<file path="src/rtl/itm_pkg.sv">
// Purpose: constants for the interrupt task error monitor
// Assumes: 20 MHz clock, plain register port
// Notes: offsets are word addresses on the register port
//
// How it works
// [RL1] Flag and capture update only when detection enabled
// [RL2] Interrupt task over 10 ms during refresh
// [RL3] Overrun sets unit fault, halts unit refresh
// [RL4] Overrun: kind bit clear, task number low
// [RL5] Bit 15 selects overrun or conflict kind
// [RL6] Conflict: kind bit set, unit number low
// [RL7] Interrupt access meets cyclic access, same unit
// [RL8] Interrupt access meets end or cyclic refresh
// [RL9] Conflicting instruction skipped, no instruction error
// [RL10] Stop word codes interrupt or cyclic task
// [RL11] Program keeps interrupt tasks under 10 ms
// [RL12] User disables cyclic refresh for such units
package itm_pkg;
   // ==========================================
   // Register map
   localparam logic [3:0] ADDR_CAPTURE = 4'h0;
   localparam logic [3:0] ADDR_STOP = 4'h1;
   localparam logic [3:0] ADDR_CTRL = 4'h2;
   localparam logic [3:0] ADDR_FLAGS = 4'h3;
   localparam logic [3:0] ADDR_IRQ_STATUS = 4'h4;
   localparam logic [3:0] ADDR_IRQ_ENABLE = 4'h5;
   localparam logic [3:0] ADDR_IRQ_CLEAR = 4'h6;
   // ==========================================
   // Fields
   localparam int CTRL_DETECT_BIT = 0;
   localparam int CTRL_RESUME_BIT = 1;
   localparam int KIND_BIT = 15;
   localparam int NUM_W = 12;
   localparam logic [15:0] STOP_INT_BASE = 16'h8000;
   localparam logic [15:0] STOP_CYC_BASE = 16'h0000;
   localparam logic [1:0] IRQ_OVERRUN = 2'h1;
   localparam logic [1:0] IRQ_CONFLICT = 2'h2;
   localparam logic [15:0] CTRL_RESET = 16'h0000;
   // ==========================================
   // Timing
   localparam int CLK_HZ = 20000000;
   localparam int OVERRUN_LIMIT_MS = 10;
   localparam int OVERRUN_CYCLES = CLK_HZ / 1000 * OVERRUN_LIMIT_MS;
   localparam int UNIT_COUNT = 96;
   typedef enum logic [1:0] {ST_IDLE, ST_RUN, ST_TRIPPED} overrun_state_t;
endpackage

</file>
<file path="src/rtl/itm_monitor.sv">
// Purpose: interrupt task error monitor top level
// Assumes: task and refresh inputs come from logic on clk
// Notes: registers on a plain address/strobe port
`timescale 1ns/1ps
module itm_monitor
#(
   parameter int OVERRUN_LIMIT = itm_pkg::OVERRUN_CYCLES,
   parameter int UNITS = itm_pkg::UNIT_COUNT
)
(
   input wire logic clk,
   input wire logic rst_b,
   input wire logic int_task_active,
   input wire logic [7:0] int_task_num,
   input wire logic [4:0] cyc_task_num,
   input wire logic refresh_busy,
   input wire logic int_access,
   input wire logic [6:0] int_unit,
   input wire logic cyc_access,
   input wire logic [6:0] cyc_unit,
   input wire logic end_refresh,
   input wire logic [6:0] end_unit,
   input wire logic [UNITS-1:0] cyclic_enable,
   input wire logic program_error,
   input wire logic [3:0] addr,
   input wire logic [15:0] wdata,
   input wire logic wr,
   input wire logic rd,
   output logic [15:0] rdata,
   output logic interrupt_task_fault_flag,
   output logic special_unit_fault_flag,
   output logic unit_refresh_halt,
   output logic access_execute,
   output logic instruction_error,
   output logic irq
);
   import itm_pkg::*;

   logic [15:0] interrupt_error_capture_word;
   logic [15:0] stopped_task_number_word;
   logic [15:0] ctrl;
   logic [1:0] irq_status;
   logic [1:0] irq_enable;
   logic stopped;
   logic trip;
   logic conflict;
   logic [6:0] conflict_unit;

   // ==========================================
   // Detectors
   itm_overrun_timer #(.LIMIT(OVERRUN_LIMIT)) u_timer
   (
      .clk(clk),
      .rst_b(rst_b),
      .task_active(int_task_active),
      .refresh_busy(refresh_busy),
      .trip(trip)
   );

   itm_conflict_check #(.UNITS(UNITS)) u_conflict
   (
      .clk(clk),
      .rst_b(rst_b),
      .int_access(int_access),
      .int_unit(int_unit),
      .cyc_access(cyc_access),
      .cyc_unit(cyc_unit),
      .end_refresh(end_refresh),
      .end_unit(end_unit),
      .cyclic_enable(cyclic_enable),
      .conflict(conflict),
      .execute(access_execute),
      .conflict_unit(conflict_unit)
   );

   // ==========================================
   // Decode and capture values
   wire detect_on = ctrl[CTRL_DETECT_BIT];
   wire wr_ctrl = wr && (addr == ADDR_CTRL);
   wire wr_ien = wr && (addr == ADDR_IRQ_ENABLE);
   wire wr_iclr = wr && (addr == ADDR_IRQ_CLEAR);
   wire resume = wr_ctrl && wdata[CTRL_RESUME_BIT];
   wire [15:0] overrun_code = {1'b0, 3'b000, 4'h0, int_task_num}; // see [RL4] [RL5]
   wire [15:0] conflict_code = {1'b1, 3'b000, 5'h00, conflict_unit}; // see [RL6] [RL5]
   wire [15:0] stop_code = int_task_active ? (STOP_INT_BASE | {8'h00, int_task_num})
                                           : (STOP_CYC_BASE | {11'h000, cyc_task_num}); // see [RL10]
   wire [1:0] events = {conflict, trip};
   wire [1:0] next_irq_status = (irq_status & ~(wr_iclr ? wdata[1:0] : 2'b00)) | events;
   wire [15:0] next_rdata =
      (addr == ADDR_CAPTURE) ? interrupt_error_capture_word :
      (addr == ADDR_STOP) ? stopped_task_number_word :
      (addr == ADDR_CTRL) ? ctrl :
      (addr == ADDR_FLAGS) ? {13'h0000, unit_refresh_halt, special_unit_fault_flag,
                              interrupt_task_fault_flag} :
      (addr == ADDR_IRQ_STATUS) ? {14'h0000, irq_status} :
      (addr == ADDR_IRQ_ENABLE) ? {14'h0000, irq_enable} : 16'h0000;

   // Control and interrupt registers
   always_ff @(posedge clk)
   begin
      if (!rst_b)
      begin
         ctrl <= CTRL_RESET;
         irq_enable <= 2'b00;
         irq_status <= 2'b00;
         irq <= 1'b0;
         rdata <= 16'h0000;
      end
      else
      begin
         if (wr_ctrl) ctrl <= {15'h0000, wdata[CTRL_DETECT_BIT]};
         if (wr_ien) irq_enable <= wdata[1:0];
         irq_status <= next_irq_status; // Set wins over clear
         irq <= |(next_irq_status & irq_enable);
         rdata <= rd ? next_rdata : 16'h0000;
      end
   end

   // Fault flags and capture word
   always_ff @(posedge clk)
   begin
      if (!rst_b)
      begin
         interrupt_task_fault_flag <= 1'b0;
         special_unit_fault_flag <= 1'b0;
         unit_refresh_halt <= 1'b0;
         interrupt_error_capture_word <= 16'h0000;
      end
      else
      begin
         if (trip)
         begin
            special_unit_fault_flag <= 1'b1; // see [RL3]
            unit_refresh_halt <= 1'b1; // see [RL3]
         end
         else if (resume)
         begin
            special_unit_fault_flag <= 1'b0;
            unit_refresh_halt <= 1'b0;
         end
         if (detect_on && (trip || conflict)) // see [RL1]
         begin
            interrupt_task_fault_flag <= 1'b1;
            interrupt_error_capture_word <= conflict ? conflict_code : overrun_code;
         end
         else if (resume)
            interrupt_task_fault_flag <= 1'b0;
      end
   end

   // Stop word: first program error holds
   always_ff @(posedge clk)
   begin
      if (!rst_b)
      begin
         stopped <= 1'b0;
         stopped_task_number_word <= 16'h0000;
         instruction_error <= 1'b0;
      end
      else
      begin
         instruction_error <= 1'b0; // see [RL9]
         if (program_error && !stopped)
         begin
            stopped <= 1'b1;
            stopped_task_number_word <= stop_code; // see [RL10]
         end
      end
   end

   // ==========================================
   // Checks
   a_detect_gate: assert property (@(posedge clk) disable iff (!rst_b) // see [RL1]
      !detect_on |=> $stable(interrupt_error_capture_word))
      else $error("capture changed while detection off");
   a_overrun_halt: assert property (@(posedge clk) disable iff (!rst_b) // see [RL3]
      trip |=> unit_refresh_halt && special_unit_fault_flag)
      else $error("overrun did not halt refresh");
   a_overrun_code: assert property (@(posedge clk) disable iff (!rst_b) // see [RL4]
      (trip && !conflict && detect_on) |=> !interrupt_error_capture_word[KIND_BIT]
         && interrupt_error_capture_word[7:0] == $past(int_task_num))
      else $error("overrun code wrong");
   a_conflict_code: assert property (@(posedge clk) disable iff (!rst_b) // see [RL6]
      (conflict && detect_on) |=> interrupt_error_capture_word[KIND_BIT]
         && interrupt_error_capture_word[6:0] == $past(conflict_unit))
      else $error("conflict code wrong");
   a_flag_set: assert property (@(posedge clk) disable iff (!rst_b) // see [RL5]
      (detect_on && (trip || conflict)) |=> interrupt_task_fault_flag)
      else $error("fault flag not set");
   a_cyc_clash: assert property (@(posedge clk) disable iff (!rst_b) // see [RL7]
      (int_access && cyc_access && cyc_unit == int_unit) |=> conflict && !access_execute)
      else $error("cyclic clash missed");
   a_end_clash: assert property (@(posedge clk) disable iff (!rst_b) // see [RL8]
      (int_access && end_refresh && end_unit == int_unit) |=> conflict)
      else $error("end refresh clash missed");
   a_no_instr_err: assert property (@(posedge clk) disable iff (!rst_b) // see [RL9]
      conflict |-> !instruction_error)
      else $error("instruction error on conflict");
   a_stop_code: assert property (@(posedge clk) disable iff (!rst_b) // see [RL10]
      (program_error && !stopped && int_task_active) |=> stopped_task_number_word[15]
         && stopped_task_number_word[7:0] == $past(int_task_num))
      else $error("stop word wrong");
   c_overrun: cover property (@(posedge clk) trip && detect_on);
   c_conflict: cover property (@(posedge clk) conflict && detect_on);
   c_stop: cover property (@(posedge clk) program_error && !stopped);
endmodule

</file>
<file path="src/rtl/itm_overrun_timer.sv">
// Purpose: times one interrupt task against the overrun limit
// Assumes: task_active high for the whole task
// Notes: trip is a one-cycle pulse
`timescale 1ns/1ps
module itm_overrun_timer
#(
   parameter int LIMIT = 200000
)
(
   input wire logic clk,
   input wire logic rst_b,
   input wire logic task_active,
   input wire logic refresh_busy,
   output logic trip
);
   import itm_pkg::*;
   logic [31:0] count;
   overrun_state_t state;
   overrun_state_t next_state;
   wire over = refresh_busy && (count >= 32'(LIMIT - 1)); // see [RL2]

   // ==========================================
   // Next state
   always_comb
   begin
      next_state = state;
      case (state)
         ST_IDLE: if (task_active) next_state = ST_RUN;
         ST_RUN: if (!task_active) next_state = ST_IDLE; else if (over) next_state = ST_TRIPPED;
         ST_TRIPPED: if (!task_active) next_state = ST_IDLE;
         default: next_state = ST_IDLE;
      endcase
   end

   // Counter and trip pulse
   always_ff @(posedge clk)
   begin
      if (!rst_b)
      begin
         state <= ST_IDLE;
         count <= 32'h0;
         trip <= 1'b0;
      end
      else
      begin
         state <= next_state;
         count <= (state == ST_RUN && task_active) ? count + 32'h1 : 32'h0;
         trip <= (state == ST_RUN) && task_active && over; // see [RL2]
      end
   end
endmodule

</file>
<file path="src/rtl/itm_conflict_check.sv">
// Purpose: detects conflicting unit access from an interrupt task
// Assumes: one access request per cycle
// Notes: conflict and execute are one-cycle pulses, all outputs registered
`timescale 1ns/1ps
module itm_conflict_check
#(
   parameter int UNITS = 96
)
(
   input wire logic clk,
   input wire logic rst_b,
   input wire logic int_access,
   input wire logic [6:0] int_unit,
   input wire logic cyc_access,
   input wire logic [6:0] cyc_unit,
   input wire logic end_refresh,
   input wire logic [6:0] end_unit,
   input wire logic [UNITS-1:0] cyclic_enable,
   output logic conflict,
   output logic execute,
   output logic [6:0] conflict_unit
);
   wire valid_unit = int_unit < 7'(UNITS);
   wire hit_cyc = cyc_access && (cyc_unit == int_unit); // see [RL7]
   wire hit_end = end_refresh && (end_unit == int_unit); // see [RL8]
   wire hit_en = valid_unit && cyclic_enable[int_unit]; // see [RL8]
   wire clash = int_access && (hit_cyc || hit_end || hit_en);

   // Skip on clash, otherwise let it run
   always_ff @(posedge clk)
   begin
      if (!rst_b)
      begin
         conflict <= 1'b0;
         execute <= 1'b0;
         conflict_unit <= 7'h00;
      end
      else
      begin
         conflict <= clash;
         execute <= int_access && !clash; // see [RL9]
         conflict_unit <= int_unit;
      end
   end
endmodule

</file>
<file path="config.mk">
export PLATFORM = sky130hd
export DESIGN_NAME = itm_monitor
export DESIGN_NICKNAME = d
export VERILOG_FILES = /design/src/rtl/itm_pkg.sv /design/src/rtl/itm_monitor.sv /design/src/rtl/itm_overrun_timer.sv /design/src/rtl/itm_conflict_check.sv
export SDC_FILE = /design/constraint.sdc
export NUM_CORES = 1
export LEC_CHECK = 0
export BUFFER_PORTS_ARGS = -buffer_cell sky130_fd_sc_hd__buf_4
export CAP_MARGIN = 0
export CORE_MARGIN = 8
export CORE_UTILIZATION = 44
export DETAILED_ROUTE_END_ITERATION = 10
export HOLD_SLACK_MARGIN = 0.08
export PLACE_DENSITY = 0.76
export SLEW_MARGIN = 20
export SYNTH_ARGS = -nofsm -noshare
export SYNTH_HDL_FRONTEND = slang
export SYNTH_SLANG_ARGS = --single-unit
export TNS_END_PERCENT = 10
</file>
<file path="constraint.sdc">
create_clock -name clk -period 1.95 [get_ports clk]
set_clock_uncertainty 0.15 [all_clocks]
set_input_delay 0.0975 -clock clk [delete_from_list [all_inputs] [get_ports clk]]
set_output_delay 0.0975 -clock clk [all_outputs]
set_load 0.005 [all_outputs]
</file>
## Word-level counts from Yosys, hierarchy flattened

Cells that the tools add are included.

| storage, ports and cells | value |
|---|---|
| input port bits | 160 |
| logic and storage cells | 83 |
| bits in registers | 101 |

| operators by class | value |
|---|---|
| add/subtract/negate cells | 1 |
| equality and inequality tests | 13 |
| reductions and logical operators | 27 |
| magnitude comparators | 3 |
| bitwise logic cells | 4 |
| multiplexer cells | 19 |

Operator list:

| cell | count |
|---|---|
| two-way mux 16 bit | 4 |
| adder 32 x 1 -> 32 bit (second input constant) | 1 |
| greater-or-equal comparator 32 x 18 -> 1 bit (second input constant) | 1 |
| == test 7 bit | 2 |
| logical AND 1 bit | 14 |
| two-way mux 2 bit | 7 |
| == test 4 x 3 -> 1 bit (second input constant) | 3 |
| == test 4 x 2 -> 1 bit (second input constant) | 2 |
| less-than comparator 7 x 8 -> 1 bit (second input constant) | 1 |
| binary-select mux 1 bit (select 7 bit) | 1 |
| less-than comparator 7 bit (second input constant) | 1 |
| two-way mux 3 bit | 2 |
| case mux 2 bit (3 select lines) | 1 |
| AND 2 bit | 2 |
| == test 4 x 1 -> 1 bit (second input constant) | 1 |
| zero test 4 bit | 1 |
| two-way mux 1 bit | 4 |
| inequality test 2 bit (second input constant) | 2 |
| AND reduction 2 bit | 2 |
| nonzero test 2 bit | 2 |
| logical OR 1 bit | 3 |
| inequality test 3 x 2 -> 1 bit (second input constant) | 1 |
| AND reduction 3 bit | 1 |
| == test 2 x 1 -> 1 bit (second input constant) | 1 |
| other kinds (6) | 7 |

## Logic depth before layout (Yosys ltp)

Gate-level depths: netlist of the first run.

| logic depth | value |
|---|---|
| depth in word-level cells | 8 |
| depth in mapped cells | 9 |
| gate-level depth less buffers | 6 |

## By module

Synthesis of the first run repeated with hierarchy kept, for this count alone.

| unflattened totals | value |
|---|---|
| cell total of the unflattened synthesis | 515 |
| area total of the unflattened synthesis | 4710.8 um2 |

By module, submodules not included:

| module | instances | area an instance (um2) | cells each |
|---|---|---|---|
| itm_monitor | 1 | 1679.1 | 175 |
| itm_overrun_timer | 1 | 1666.6 | 200 |
| itm_conflict_check | 1 | 1365.1 | 140 |

## Worst setup path after synthesis of the first run

No wires, ideal clock.

| path | value |
|---|---|
| path type | register -> register |
| start | reg u_timer.count[13] |
| end | reg u_timer.count[27] |
| required time | 1730 ps |
| setup slack | -10 ps |
| arrival | 1740 ps |
| setup time | 70 ps |
| period minus slack after synthesis | 1960 ps |
| cell stages (with the launch flop) | 6 |
| buffers on the path | 0 |
| cells stage by stage | dfxtp_1 and3_1 or3b_4 or3_4 or3_1 a21oi_1 |

| on the way | value |
|---|---|
| longest elaborated chain between the ends | 1 |

Ends and longest elaborated chain:

| element | RTL line | source |
|---|---|---|
| from (decl) | itm_overrun_timer.sv:17 | `logic [31:0] count;` |
| from (signal assigned) | itm_overrun_timer.sv:47 | `count <= (state == ST_RUN && task_active) ? count + 32'h1 : 32'h0;` |
| adder 32 x 1 -> 32 bit | itm_overrun_timer.sv:47 |  |

No other way between the ends.
A chain may end at the register's enable or synchronous reset.

## Worst setup path after layout of the first run

| path | value |
|---|---|
| start | reg u_timer.count[15] |
| end | reg u_timer.count[27] |

The elaborated chain is that of the path after synthesis.

==> key figures, run 1 <==
Floorplan
  – Die area: roughly 13,000 um^2
  – Width of the chip: 116 um
  – I/O pin cnt: between 150 and 200
  – Die Height: 116 um
  – Starting density of the core: 45.0%
  – Site row count: 36
  – Floorplan core area: a little under 10,000 um^2

Critical path
  – Required time of the critical path: 2.08 ns
  – Startpoint kind of the worst setup timing path: register
  – Reg2Reg Depth: 5
  – Arrival time at the worst endpoint: 2.09 ns
  – Biggest fanout along the worst timing path: 4
  – Critical register-to-register path startpoint: u_timer.count[15]
  – Setup CP Type: register to register
  – Destination of the worst register-to-register timing path: u_timer.count[27]
  – Critical Path Sink Type: register
  – R2R setup slack: -0.01 ns

Power
  – Peak ir drop on the vdd network: roughly 0.33 mV
  – LEAKAGE: 2.77 nW
  – PwrDens: 549 nW/um^2

Yosys
  – Number of different library cells in the post-synthesis netlist: 55
  – Sequential element share of the synthesized area: 36.6%
  – Yosys warns: 0
  – Synthesized area: roughly 4400 um^2
  – Number of flip-flops and latches in the synthesized netlist: 80
  – Instance count of the mapped netlist: between 400 and 500
  – Proportion of synthesized flip-flops having asynchronous set or reset: 0%
  – Most frequently used flop master after synthesis: dfxtp_1
  – Number of flops mapped to enable cells by yosys: 0
  – Mean area per synthesized cell: 9.59 um^2

STA
  – Worst relative slew slack: 60.0%
  – Maximum frequency from static timing analysis: 0.509 GHz
  – Transition time at the pin with the least slew margin: 0.600 ns
  – Final worst path period need: 1.96 ns
  – Setup violations, final: 1
  – Worst setup margin: -0.0129 ns
  – Final Max Slew Viols: 0
  – RSZ-0062 raised after global routing: yes
  – Part of the cycle the worst path needs: 101%
  – Number of failing hold endpoints at the final stage: 0

CTS
  – Clock edge transition at the registers on the reported setup and hold paths: 0.08 ns
  – Clock tree buffer depth: 2
  – Clock Root Buffer: clkbuf_8
  – Worst skew pair latency: 0.35 ns
  – CTS tree: built
  – Clock Sinks: 80
  – Number of buffers added by the clock tree synthesis step: 9
  – CTS H-tree lvls: 3

Placement
  – Placer Congestion: 0.820
  – Number of placed instances with taps included: 752
  – Number of port buffers: between 150 and 200
  – Placement-stage worst setup slack: 0.00554 ns
  – HPWL after DPL: 10,200 um

Global route
  – Total global routing overflow: 0
  – First-pass GRT wire length: 21,700 um
  – Initial antenna violation count: 0
  – Gr usage total: 20.3%
  – Vias in the first global route: about 4,600
  – Pin count of the biggest net entering global routing: 38

Final layout
  – Layout net count: 839
  – ANT cells: 0
  – Post-route insts no fill: 815
  – Relative area change from synthesis to final layout: 49.1%
  – Layout cells sized above 1: 36.5%

Detailed routing
  – Wire length reported by the detailed router: 13,500 um
  – Number of routed nets with antenna violations: 0
  – DRC errors left: 0
  – Drt wl/cell: 16.5 um
  – Overall via count from detail_route: 4,290
  – DRT iter0 DRCs: ~230
  – First-pass DRT Iterations: 4
  – Routed vias/inst: 5.26

Hold path
  – Hold Startpoint: addr[3]
  – Capture endpoint of the worst hold path: rdata[2]
  – Worst Hold Path Cells: 4
  – Worst hold path class: input port to register

Run
  – Maximum Capacitance Violations: 0

Status
  – Status: finished, violations left
  – Failing checks: setup timing
where the power goes:
part	switching (mW)	internal (mW)	leakage, nW	total (mW)
clock	0.554	0.685	0.108	1.24
combinational	0.245	0.421	2.01	0.667
sequential	0.0153	1.66	0.651	1.68
total	0.815	2.77	2.77	3.58
per-stage QoR:
step	cell area, um^2	util, %	setup TNS (ns)	total power [mW]	hold slack (ns)
6_report	6520	67.0	-0.0129	3.58	0.102
5_1_grt	6520	67.0	-0.208	3.74	0.135
4_1_cts	6490	66.7	0	3.60	0.0938
3_5_place_dp	5810	59.8	0	2.30	0.186
3_3_place_gp	5810	59.8	0	2.29	0.179
2_1_floorplan	4400	-	0	2.01	0.0577
registers in the layout, summed over array words and instances, names as in the netlist, 2 cells and up:
| name | count |
|---|---|
| interrupt_error_capture_word | 9 |
| irq_enable | 2 |
| stopped_task_number_word | 9 |
| irq_status | 2 |
| rdata | 9 |
| u_timer.state | 2 |
| u_timer.count | 32 |
| u_conflict.conflict_unit | 7 |
synthesized netlist by cell type (all sizes together) (13+ instances only):
cell | count | area [um^2]
xor2 | 24 | 210
nor2b | 13 | 81.3
mux2i | 25 | 250
nor2 | 50 | 188
buf | 18 | 114
clkbuf | 17 | 75.1
xnor2 | 18 | 158
nand2 | 41 | 154
mux4 | 24 | 541
dfxtp | 80 | 1600
nand3 | 16 | 85.1
routing by layer:
layer  GRT usage (%)  part of all wire (%)  vias up  wire length [um]
met5               0                     0        -                 0
met4            7.17                   2.5        0               338
met3            7.03                   7.8       19              1050
met2            38.1                    52      162              6990
met1            20.4                    38     2040              5100
li1                -                     -     2069                 -
kinds of logic after synthesis:
kind of cell	Yosys count	synth area share [%]
xor gates and xnor gates	42	8.41
DFF	80	36.6
other	1	0.0857
buffers and inverters	41	4.83
and+or+nand+nor	182	21.5
AOI/OAI and AO/OA	60	10.2
muxes	49	18.1
adders and majority gates	1	0.286
area by class of cell:
cell class / count / area [um^2]
Inverter: 6 / 22.5
Timing Repair Buffer: 239 / 1910
Clock buffer: 12 / 165
Multi-Input combinational cell: 342 / 2610
Clock inverter: 3 / 40.0
Fill cell: 744 / 3210
Sequential cell: 80 / 1610
Tap cell: 133 / 166
worst max path at each step:
stage	from	to	slack, ns
6_report	u_timer.count[15]	u_timer.count[27]	-0.01
5_1_grt	u_timer.count[13]	u_timer.count[27]	-0.08
4_1_cts	u_timer.count[15]	u_timer.count[27]	0.0006
3_5_place_dp	u_timer.count[14]	u_timer.count[29]	0.006
3_3_place_gp	u_timer.count[14]	u_timer.count[27]	0.03
2_1_floorplan	u_timer.count[14]	u_timer.count[27]	0.01
timing repair:
action,in CTS,in global routing
hold buffers,46,0
endpoints found under the setup margin,2,11
resized for setup,1,6
hold endpoints to repair,47,0
setup buffers,1,1
worst max-delay path, cell delays in order, from the launching register on:
cell and delay (ns):
dfxtp_1 0.33, and3_1 0.16, or3b_4 0.41, or3_4 0.40, or3_1 0.32, a21oi_1 0.14
cell usage in the layout (no fill, tap or decap), types with 13 or more instances in the layout:
cell type,Yosys,final
buf_4,10,192
dfxtp_1,80,76
dlygate4sd3_1,0,46
mux2i_1,25,25
mux4_2,24,24
nand2_1,41,41
nand3_1,15,15
nor2_1,50,50
nor2b_1,13,13
xnor2_1,18,18
xor2_1,24,24
Note: power is estimated with default switching activity, not from simulation.
==> run 2, diff against run 1 <==
CELL_PAD_IN_SITES_DETAIL_PLACEMENT = 0   (was not set)
CELL_PAD_IN_SITES_GLOBAL_PLACEMENT = 1   (was not set)
CORE_UTILIZATION = 32   (was 44)
SLEW_MARGIN = not set   (was 20)
==> run 2 against run 1 <==
  * The flow still finishes with violations (setup timing)
  * Fmax shrank 0.13%
  * Global-route usage fell by 4.8 points
  * Cell area increased by 1.4%
  * Routed wire length up 1.2%
  * Clock-buffer cell count unchanged
  * Via count down 2.1%
  * Largest power group unchanged
==> key figures, run 2 (synthesis gave the netlist of run 1 again) <==
Final layout
  – Relative area change from synthesis to final layout: 51.2%
  – Layout net count: 833 (-0.72%)
  – Register Area: 1610 um^2 (about the same)
  – Max FFs per register: 32 (unchanged)
  – ANT cells: 0 (unchanged)
  – Layout cells sized above 1: 37.3% (+0.77 points)
  – Post-route insts no fill: 852 (+4.5%)
  – Commonest cells after routing, fill and taps aside: buf_4, dfxtp_1, nor2_1
  – Total of fill cells in the finished design: 1,265 (+70%)
  – Post-layout utilization of the core: 49.7% (-17 points)
  – Register bank with the most flops: u_timer.count
  – Multi-input gate area: 2610 um^2 (+0.19%)
  – Most common library cell in the layout ignoring fill and taps: buf_4
  – Final design instance area without fill: 6610 um^2 (+1.4%)

Status
  – Status: finished, violations left
  – Failing checks: setup timing

Placement
  – HPWL after DPL: 10,800 um (+5.6%)
  – Number of placed instances with taps included: 797 (+6.0%)
  – Instance area at placement: 5900 um^2 (+1.4%)
  – Placer Congestion: 0.763 (-7.0%)
  – Number of port buffers: 159 (unchanged)
  – Placement-stage worst setup slack: -0.0883 ns (-0.0938 ns)

Detailed routing
  – Drt wl/cell: 16.0 um (-3.2%)
  – DRT iter0 DRCs: 182 (-19%)
  – Routed vias/inst: 4.93 (-6.3%)
  – Number of routed nets with antenna violations: 0 (unchanged)
  – First-pass DRT Iterations: 4 (unchanged)
  – Wire length reported by the detailed router: 13,700 um (+1.2%)
  – DRC errors left: 0 (unchanged)
  – Overall via count from detail_route: 4,202 (-2.1%)

Floorplan
  – Starting density of the core: 32.9% (-12 points)
  – Die Height: 133 um (+15%)
  – I/O pin cnt: 182 (unchanged)
  – Site row count: 42 (+17%)
  – Width of the chip: 133 um (+15%)
  – Die area: 17,700 um^2 (+32%)
  – Floorplan core area: 13,300 um^2 (+37%)

Critical path
  – Arrival time at the worst endpoint: 2.09 ns (about the same)
  – Required time of the critical path: 2.07 ns (about the same)
  – Setup CP Type: register to register
  – Startpoint kind of the worst setup timing path: register
  – Biggest fanout along the worst timing path: 4 (unchanged)
  – Critical Path Sink Type: register

STA
  – Number of failing hold endpoints at the final stage: 0 (unchanged)
  – Setup violations, final: 2 (+1)
  – Final Max Slew Viols: 0 (unchanged)
  – RSZ-0062 raised after global routing: yes
  – Worst relative slew slack: 62.5% (+2.5 points)
  – Worst setup margin: -0.0155 ns (-0.00260 ns)
  – Final worst path period need: 1.97 ns (+0.00260 ns)
  – Hold Worst Slack: 0.104 ns (+0.00164 ns)
  – Maximum frequency from static timing analysis: 0.509 GHz (-0.13%)
  – Transition time at the pin with the least slew margin: 0.562 ns (-0.0380 ns)
  – Part of the cycle the worst path needs: 101% (+0.13 points)

CTS
  – CTS tree: built
  – Number of buffers added by the clock tree synthesis step: 9 (unchanged)
  – Worst skew pair latency: 0.34 ns (about the same)
  – CTS H-tree lvls: 3 (unchanged)
  – Clock Sinks: 80 (unchanged)
  – Clock edge transition at the registers on the reported setup and hold paths: 0.06 ns (-0.02 ns)
  – Clock Root Buffer: clkbuf_16
  – Clock tree buffer depth: 2 (unchanged)

Run
  – Maximum Capacitance Violations: 0 (unchanged)

Global route
  – Gr usage total: 15.6% (-4.8 points)
  – First-pass GRT wire length: 22,500 um (+3.6%)
  – Vias in the first global route: 4,664 (+0.73%)
  – Initial antenna violation count: 0 (unchanged)
  – Total global routing overflow: 0 (unchanged)
  – Pin count of the biggest net entering global routing: 35 (-7.9%)

Power
  – Int Power: 3.10 mW (+12%)
  – LEAKAGE: 2.77 nW (+0.11%)
  – Peak ir drop on the vdd network: 0.378 mV (+13%)
  – Comb pwr share: 16.8% (-1.8 points)
  – Clock Power Share: 41.1% (+6.5 points)
  – Proportion of power drawn by flip-flops and latches: 42.2% (-4.6 points)
  – Net switching fraction of the power: 22.1% (-0.62 points)
  – Switching power: 0.882 mW (+8.2%)
  – PwrDens: 603 nW/um^2 (+9.7%)

Hold path
  – Worst hold path class: input port to register
[run 2: path summary, 6_finish.rpt]
path	startpoint	to	slack [ns]	cells past startpoint
worst max-delay path	u_timer.count[15]	u_timer.count[27]	-0.02	5
worst min-delay path	int_unit[1]	u_conflict.conflict_unit[1]	0.10	3
worst max register to register	u_timer.count[15]	u_timer.count[27]	-0.02	5
worst min register to register	interrupt_error_capture_word[2]	rdata[2]	0.31	2
[run 2: metrics by stage]
stage	TNS [ns]	total power, mW
global route	-0.242	4.15
global placement	-0.0744	2.31
CTS	-0.0261	4.02
floorplan	0	2.01
detailed placement	-0.137	2.32
finish	-0.0284	3.99
[run 2: power groups by stage]
stage,Sequential [mW],Combinational [mW],Clock (mW)
finish,1.68,0.669,1.64
floorplan,1.71,0.301,0
global route,1.68,0.723,1.75
global placement,1.72,0.596,0
CTS,1.68,0.672,1.67
detailed placement,1.72,0.608,0
[run 2: area by class of cell]
class | count | share of cell area (%)
multi-input combinational | 342 | 39.5
timing repair buffer | 233 | 28.1
sequential | 80 | 24.3
clock buffer | 12 | 3.73
tap | 176 | 3.33
clock inverter | 3 | 0.643
inverter | 6 | 0.341
[run 2: metal layers]
metal	wire [um]	global-route usage, %
met4	525	9.34
met3	989	4.77
met5	0	0
met1	5390	15.8
met2	6750	27.5
[run 2: worst max-delay path, stage by stage (launching register included)]
cell and delay [ns]:
dfxtp_2 0.33, and3_4 0.17, or3b_4 0.40, or3_4 0.40
or3_1 0.33, a21oi_2 0.12
[run 2: what timing repair did]
item,in CTS,in global routing
hold endpoints to repair,38,0
pin swaps,3,1
hold buffers,38,0
resized for setup,2,8
buffers inserted,1,1
endpoints found under the setup margin,2,13
